===== config.mk =====
export PLATFORM = sky130hd
export DESIGN_NAME = afe_line_start_and_data_port
export DESIGN_NICKNAME = d
export VERILOG_FILES = /design/src/afe_line_start_and_data_port.v
export VERILOG_INCLUDE_DIRS = /design/src
export SDC_FILE = /design/constraint.sdc
export NUM_CORES = 1
export LEC_CHECK = 0
export ABC_AREA = 1
export CORE_ASPECT_RATIO = 1.75
export CORE_MARGIN = 8
export CORE_UTILIZATION = 58
export CTS_BUF_LIST = sky130_fd_sc_hd__clkbuf_8
export DETAILED_ROUTE_END_ITERATION = 16
export DONT_BUFFER_PORTS = 1
export GPL_TIMING_DRIVEN = 0
export PLACE_DENSITY = 0.79
export SYNTH_ARGS = -nofsm -noshare
export SYNTH_HDL_FRONTEND = slang
export SYNTH_SLANG_ARGS = --single-unit
export TNS_END_PERCENT = 20

===== constraint.sdc =====
create_clock -name i_sys_clk -period 1.3 [get_ports i_sys_clk]
set_clock_uncertainty 0.2 [all_clocks]
set_input_delay 0.065 -clock i_sys_clk [delete_from_list [all_inputs] [get_ports i_sys_clk]]
set_output_delay 0.065 -clock i_sys_clk [all_outputs]
set_load 0.03 [all_outputs]

===== src/afe_line_port_consts.vh =====
// Constants for the line-start and pixel data port block
`ifndef AFE_LINE_PORT_CONSTS_VH
`define AFE_LINE_PORT_CONSTS_VH

// Pixel data bus width and phases per conversion
`define BUS_W 6
`define PHASES 4
// Result width, sized for the 12-bit resolution
`define RES_W 12
// Color mode encodings (first color of a line)
`define COLOR_MODE_W 2
`define COLOR_MONO_RED 2'h0
`define COLOR_MONO_GREEN 2'h1
`define COLOR_MONO_BLUE 2'h2
`define COLOR_RGB 2'h3
// Color select codes
`define COLOR_SEL_W 2
`define SEL_RED 2'h0
`define SEL_GREEN 2'h1
`define SEL_BLUE 2'h2
// Serial port pin positions in the low three bus pins
`define SER_DATA_BIT 0
`define SER_CLK_BIT 1
`define SER_SEL_BIT 2

`endif


===== src/afe_line_start_and_data_port.v =====
// Line-start handling, clamp control and pixel data bus driver
// What this block does
// - Strobe high with sample strobe low connects analog inputs to reference.
// - First clock after strobe falls loads first color mux select.
// - Strobe low: drive six data pins with 10- or 12-bit results.
// - Strobe high: data pins released; low three pins form serial port.
// - Each result leaves over four master clock phases, one to three and then the next zero.
`timescale 1ns/1ps
`include "afe_line_port_consts.vh"

module afe_line_start_and_data_port (
	// Clock and reset
	input wire i_sys_clk,
	input wire i_rst_n,
	// Line control from the controller
	input wire i_line_start_strobe,
	input wire i_pixel_sample_strobe,
	// Configuration
	input wire i_res12,
	input wire [`COLOR_MODE_W-1:0] i_color_mode,
	// Conversion results, one per sample strobe period
	input wire [`RES_W-1:0] i_conv_data,
	input wire i_conv_valid,
	// Pixel data bus, three signals per pin
	input wire [`BUS_W-1:0] i_pixel_data_bus,
	output reg [`BUS_W-1:0] o_pixel_data_bus,
	output wire [`BUS_W-1:0] o_pixel_data_bus_oe,
	// Analog front end control
	output wire o_clamp_en,
	output reg [`COLOR_SEL_W-1:0] o_color_sel,
	output reg o_color_load,
	// Serial configuration port, gated
	output wire o_ser_data,
	output wire o_ser_clk,
	output wire o_ser_sel,
	output wire o_ser_active,
	// Output phase markers
	output wire o_output_phase_zero,
	output wire o_output_phase_three
);

	localparam [3:0] PH0 = 4'b0001;
	localparam [3:0] PH1 = 4'b0010;
	localparam [3:0] PH2 = 4'b0100;
	localparam [3:0] PH3 = 4'b1000;

	reg line_prev_r;
	reg [3:0] phase_r;
	reg [3:0] phase_nxt;
	reg [`RES_W-1:0] word_r;
	reg [`BUS_W-1:0] bus_nxt;
	reg out_en_r;
	wire line_fall;
	reg ser_data_gated;
	reg ser_clk_gated;
	reg ser_sel_gated;

	// First color chosen by the programmed mode
	function [`COLOR_SEL_W-1:0] first_color;
		input [`COLOR_MODE_W-1:0] mode;
		begin
			case (mode)
				`COLOR_MONO_RED: first_color = `SEL_RED;
				`COLOR_MONO_GREEN: first_color = `SEL_GREEN;
				`COLOR_MONO_BLUE: first_color = `SEL_BLUE;
				// Colour lines always open on red
				`COLOR_RGB: first_color = `SEL_RED;
				default: first_color = `SEL_RED;
			endcase
		end
	endfunction

	// Pick the six pins of a word for one half of a group
	function [`BUS_W-1:0] bus_slice;
		input [`RES_W-1:0] word;
		input res12;
		input low_half;
		begin
			if (res12)
			begin
				if (low_half)
					bus_slice = word[5:0];
				else
					bus_slice = word[11:6];
			end
			else
			begin
				// Short results pad the two bottom pins
				if (low_half)
					bus_slice = {word[3:0], 2'b00};
				else
					bus_slice = word[9:4];
			end
		end
	endfunction

	assign line_fall = line_prev_r & ~i_line_start_strobe;

	assign o_clamp_en = i_line_start_strobe & ~i_pixel_sample_strobe;

	assign o_pixel_data_bus_oe = {`BUS_W{out_en_r & ~i_line_start_strobe}};

	// serial pins gated by strobe
	// Idle at zero so no write can start mid-line
	always @*
	begin
		ser_data_gated = 1'b0;
		ser_clk_gated = 1'b0;
		ser_sel_gated = 1'b0;
		if (i_line_start_strobe)
		begin
			ser_data_gated = i_pixel_data_bus[`SER_DATA_BIT];
			ser_clk_gated = i_pixel_data_bus[`SER_CLK_BIT];
			ser_sel_gated = i_pixel_data_bus[`SER_SEL_BIT];
		end
	end

	assign o_ser_active = i_line_start_strobe;
	assign o_ser_data = ser_data_gated;
	assign o_ser_clk = ser_clk_gated;
	assign o_ser_sel = ser_sel_gated;

	assign o_output_phase_zero = out_en_r & phase_r[0];
	assign o_output_phase_three = out_en_r & phase_r[3];

	always @(posedge i_sys_clk or negedge i_rst_n)
	begin
		if (!i_rst_n)
		begin
			line_prev_r <= 1'b0;
			o_color_sel <= `SEL_RED;
			o_color_load <= 1'b0;
		end
		else
		begin
			line_prev_r <= i_line_start_strobe;
			o_color_load <= line_fall;
			if (line_fall)
				o_color_sel <= first_color(i_color_mode);
		end
	end

	always @*
	begin
		case (phase_r)
			PH0: phase_nxt = PH1;
			PH1: phase_nxt = PH2;
			PH2: phase_nxt = PH3;
			PH3: phase_nxt = PH0;
			default: phase_nxt = PH0;
		endcase
	end

	always @*
	begin
		case (phase_nxt)
			PH0:
			begin
				bus_nxt = bus_slice(word_r, i_res12, 1'b0);
			end
			PH1:
			begin
				bus_nxt = bus_slice(word_r, i_res12, 1'b0);
			end
			PH2:
			begin
				bus_nxt = bus_slice(word_r, i_res12, 1'b1);
			end
			PH3:
			begin
				bus_nxt = bus_slice(word_r, i_res12, 1'b1);
			end
			default:
			begin
				bus_nxt = {`BUS_W{1'b0}};
			end
		endcase
	end

	// result capture per group
	// Taken at the phase-three edge, so phase zero still shows the previous word and phases one to three the new one
	always @(posedge i_sys_clk or negedge i_rst_n)
	begin
		if (!i_rst_n)
		begin
			word_r <= {`RES_W{1'b0}};
		end
		else if (!i_line_start_strobe && i_conv_valid && phase_r[3])
		begin
			word_r <= i_conv_data;
		end
	end

	always @(posedge i_sys_clk or negedge i_rst_n)
	begin
		if (!i_rst_n)
		begin
			phase_r <= PH3;
			out_en_r <= 1'b0;
			o_pixel_data_bus <= {`BUS_W{1'b0}};
		end
		else if (i_line_start_strobe)
		begin
			// Restart so output begins at phase zero and the first new word at phase one
			phase_r <= PH3;
			out_en_r <= 1'b0;
		end
		else
		begin
			phase_r <= phase_nxt;
			out_en_r <= 1'b1;
			o_pixel_data_bus <= bus_nxt;
		end
	end

endmodule


==> Yosys cells after proc, flatten, opt, wreduce, memory -nomap -nowiden <==
Index checks and enable logic that the tools add are counted.
{ "totals": {"out_inout_bits": 22, "ff_bits": 27, "wordCells": 41, "in_bits": 26} }
{ "op_classes": {"n_eq_ne": 10, "bitwise": 7, "reduce_logical": 7, "mux": 10} }
{ "op_table": {"columns": ["cell", "n"], "rows": [
  ["$mux W6", 2],
  ["$pmux W4 S3", 1],
  ["$pmux W6 S2", 1],
  ["$eq A4 B1 Y1 const B", 2],
  ["$eq A4 B2 Y1 const B", 2],
  ["$eq A4 B3 Y1 const B", 2],
  ["$pmux W2 S3", 1],
  ["$reduce_or A2 Y1", 3],
  ["$and A1 B1 Y1", 5],
  ["$eq A2 B2 Y1 const B", 2],
  ["$eq A4 B4 Y1 const B", 1],
  ["$mux W1", 4],
  ["$mux W4", 1],
  ["$eq A2 B1 Y1 const B", 1],
  ["$logic_and A1 B1 Y1", 2],
  ["$logic_not A2 Y1", 1],
  ["$not A1 Y1", 2],
  ["$logic_not A1 Y1", 1]
]} }

==> Longest topological paths before layout <==
{ "logic_depth": {"ltp_word": 5, "ltp_mapped": 7, "ltp_nobuf": 7} }

==> Worst setup path after synthesis <==
Ideal clock, no wire load.
{ "synth_timing": {"path_kind": "register -> output", "startpoint": "reg out_en_r", "endpoint": "out o_pixel_data_bus_oe[1]", "arrival_ps": 1214, "path_stages_with_launch": 4, "required_time_ps": 1035, "path_slack_ps": -179, "path_buffers": 1, "cell_sequence": "dfrtp_1 > inv_1 > nor2_1 > buf_4"} }
{ "synth_between": {"elab_chain_len": 1} }
{ "synth_rtl": {"columns": ["item", "line_no", "text"], "rows": [
  ["start, declared", "afe_line_start_and_data_port.v:52", "reg out_en_r;"],
  ["start signal, assigned", "afe_line_start_and_data_port.v:199", "out_en_r <= 1'b0;"],
  ["start signal, assigned", "afe_line_start_and_data_port.v:206", "out_en_r <= 1'b0;"],
  ["start signal, assigned", "afe_line_start_and_data_port.v:211", "out_en_r <= 1'b1;"],
  ["$and A1 B1 Y1", "afe_line_start_and_data_port.v:101", "assign o_pixel_data_bus_oe = {`BUS_W{out_en_r & ~i_line_start_strobe}};"],
  ["end, declared", "afe_line_start_and_data_port.v:27", "output wire [`BUS_W-1:0] o_pixel_data_bus_oe,"]
]} }
No other way between the ends.

==> Worst setup path in the final report <==
{ "layout_timing": {"startpoint": "reg phase_r[3]", "endpoint": "reg o_pixel_data_bus[1]"} }
{ "layout_between": {"elab_chain_len": 5, "elab_cells_between_ends": 11, "cone_classes": "7 x eq/ne; 2 x mux; 2 x reduce/logical"} }
{ "layout_rtl": {"columns": ["item", "line_no", "text"], "rows": [
  ["start, declared", "afe_line_start_and_data_port.v:48", "reg [3:0] phase_r;"],
  ["start signal, assigned", "afe_line_start_and_data_port.v:210", "phase_r <= phase_nxt;"],
  ["$eq A4 B3 Y1, or another cell as far along", "afe_line_start_and_data_port.v:145", "case (phase_r)"],
  ["$pmux W4 S3 *", "afe_line_start_and_data_port.v:145", null],
  ["$eq A4 B4 Y1, or another cell as far along", null, null],
  ["$reduce_or A2 Y1 (no line)", null, null],
  ["$pmux W6 S2 *", "afe_line_start_and_data_port.v:156", "case (phase_nxt)"],
  ["end signal, assigned", "afe_line_start_and_data_port.v:200", "o_pixel_data_bus <= {`BUS_W{1'b0}};"],
  ["end signal, assigned", "afe_line_start_and_data_port.v:212", "o_pixel_data_bus <= bus_nxt;"],
  ["end, declared", "afe_line_start_and_data_port.v:26", "output reg [`BUS_W-1:0] o_pixel_data_bus,"]
]} }
Every way passes the cells marked *; elsewhere a longest branch is shown, timed or not.
A chain may end at the register's enable or synchronous reset.

==> out/metrics.cfg <==
[min_path]
min_to = line_prev_r$_DFF_PN0_
hold_path_class = in2reg
hold_path_depth = 0
worstHoldStart = i_line_start_strobe

[global_route]
antenna_found_initial = 0
grt_pass1_wl_mm = 5.00
track_usage_pct = 15.4
overflow = 0
grt_pass1_vias = 1163
grt_max_degree = 28

[timing]
slew_violations = 0
period_needed_ns = 1.48
fin_ws_ns = -0.182
setup_viol = 26
hold_viol_final = 22
holdWs_ns = -0.387
setup_tns_ns = -2.88
fmax_mhz = 675
period_share_pct = 114
rsz0062_at_grt = true
tightest_slew_ns = 0.564
slew_headroom_pct = 62.3

[floorplan]
num_rows = 23
initial_core_util_pct = 59.8
core_area_um2 = 2240
dieArea_um2 = 4170
dieHeight_um = 79.6
die_w_um = 52.4
ioPinCount = 48

[critical_path]
required_ns = 1.27
rrSetupSlack_ns = -0.18
critPathArrivalTime_ns = 1.45
crit_path_start_kind = flip-flop
path_class = reg2reg
critPathMaxFanout = 4
r2r_end = o_pixel_data_bus[1]$_DFFE_PN0N_
rr_startpoint = phase_r[3]$_DFF_PN1_
worstSetupStartpoint = phase_r[3]$_DFF_PN1_
rr_worst_depth = 6
end_kind = flip-flop

[synthesis]
synthCells = 165
syn_area_per_cell_um2 = 8.14
yosysWarnings = 0
syn_area_um2 = 1340
ys_seq_area_share_pct = 50.4
mappedNetlistNets = 191
ys_types = 19
synth-seq-cells = 27

[placement]
numPortBuffers = 0
placed_cell_area_um2 = 1380
dp_hpwl_mm = 2.24
gp_congestion = 0.882

[routing]
wirelength_mm = 3.15
ant_nets = 0
drt_pass1_iterations = 4
viasPerCell = 5.42
wl_met2_mm = 1.69
dr_wl_met3_um = 303
top_layer = met4
vias = 1165
met1_length_mm = 1.03
first_iter_violations = 37
drc_errors = 0
wl_per_cell_um = 14.7

[clock_tree]
cts_tree = done
htree_levels = 1
numCtsBuffers = 3
hold_buffers = 17
clkSinkCount = 27
path_clk_slew_ns = 0.09
clk_latency_ns = 0.27
cts-root-buf = clkbuf_8
clockBufferDepth = 2

[power]
powerDensity_nw_per_um2 = 1190
power_uw = 2000
p_leak_uw = 0.000895
ir_drop_mv = 0.822

[final_layout]
drive_gt1_share_pct = 19.5
antennaDiodeCount = 0
final_area_um2 = 1680
area.growth.synth_to_final_pct = 25.3
multi_input_area_um2 = 520
nets = 217
n_fill_cell = 157
final_core_util_pct = 74.9
ff_latch_area_um2 = 677

[run_status]
status = finished, violations left
violations = hold timing, setup timing

[run]
drv_cap = 0

[sequential cells by signal, indices dropped and copies added, names as in the netlist]
signal / cells
line_prev_r: 1
o_color_load: 1
o_color_sel: 2
o_pixel_data_bus: 6
out_en_r: 1
phase_r: 4
word_r: 12
[report_power, final]
group	leakage (uW)	internal [uW]	switching (uW)	total [uW]
clock	0.0000255	215	261	476
sequential	0.000318	950	150	1100
combinational	0.000552	178	241	420
[synthesized netlist by cell type]
| master | count | area, um2 |
|---|---|---|
| mux2_2 | 4 | 45.0 |
| clkbuf_2 | 1 | 5.00 |
| buf_4 | 7 | 52.6 |
| inv_4 | 1 | 6.26 |
| dfrtp_1 | 26 | 651 |
| nand3_4 | 1 | 17.5 |
| a21oi_1 | 6 | 30.0 |
| mux2_1 | 2 | 22.5 |
| o21a_1 | 1 | 7.51 |
| inv_1 | 23 | 86.3 |
| a21oi_2 | 3 | 26.3 |
| clkbuf_1 | 1 | 3.75 |
| buf_6 | 1 | 11.3 |
| o21ai_0 | 2 | 10.0 |
| nand2_1 | 45 | 169 |
| nand2_2 | 2 | 12.5 |
| nand3_1 | 14 | 70.1 |
| dfstp_2 | 1 | 26.3 |
| nor2_1 | 24 | 90.1 |
[how the worst max path moves through the flow]
stage,cells after the start,to
CTS,3,o_pixel_data_bus_oe[3]
detailed placement,6,o_pixel_data_bus[2]$_DFFE_PN0N_
global placement,6,o_pixel_data_bus[0]$_DFFE_PN0N_
finish,6,o_pixel_data_bus[1]$_DFFE_PN0N_
global route,6,o_pixel_data_bus[4]$_DFFE_PN0N_
floorplan,2,word_r[2]$_DFFE_PN0P_
[per-stage QoR]
stage	worst slack (ns)	std cells
3_5_place_dp	-0.175	190
6_report	-0.182	215
2_1_floorplan	-0.0171	165
5_1_grt	-0.218	215
4_1_cts	-0.172	212
3_3_place_gp	-0.130	190
[cell type report]
class	count	share of cell area, %
flip-flops and latches	27	40.3
well taps	25	1.86
multi-input cells	104	31.0
clock inverters	1	0.298
inverters	24	5.51
plain buffers	10	5.43
clock buffers	3	2.46
repair buffers	21	13.2
[cells by family (layout without fill, tap and decap cells)]
logic type / after synthesis / in the layout / share of synthesized area (%)
AO/OA/AOI/OAI: 12 / 12 / 5.50
flip-flops: 27 / 27 / 50.4
multiplexers: 6 / 6 / 5.03
AND/OR/NAND/NOR: 86 / 86 / 26.7
buffers and inverters: 34 / 59 / 12.3
[cells in the final DEF (no fill, tap or decap), drive strengths merged]
cell	n
a21oi	9
dfstp	1
mux2	6
nor2	24
o21ai	2
dlygate4sd3	16
buf	13
nand3	15
clkinv	1
inv	24
clkbuf	5
nand2	47
dfrtp	26
o21a	1
[worst max-delay path, cell delays in order (launching register included)]
cell     delay [ns]
dfstp_2        0.60
nor2_1         0.09
nand2_2        0.11
buf_4          0.15
nand3_1        0.07
nand3_1        0.10
nand2_1        0.06
[routing by layer]
layer / up-vias / track usage, %
li1: 551 / -
met1: 545 / 14.4
met2: 56 / 27.2
met3: 13 / 5.04
met4: 0 / 9.64
met5: - / 0
[what timing repair did]
action	CTS	global route
endpoints found under the setup margin	26	27
setup buffers	1	3
cloned	0	0
resized for setup	12	3
hold endpoints to repair	52	21
pin swaps	2	2
(Power assumes the default switching activity.)
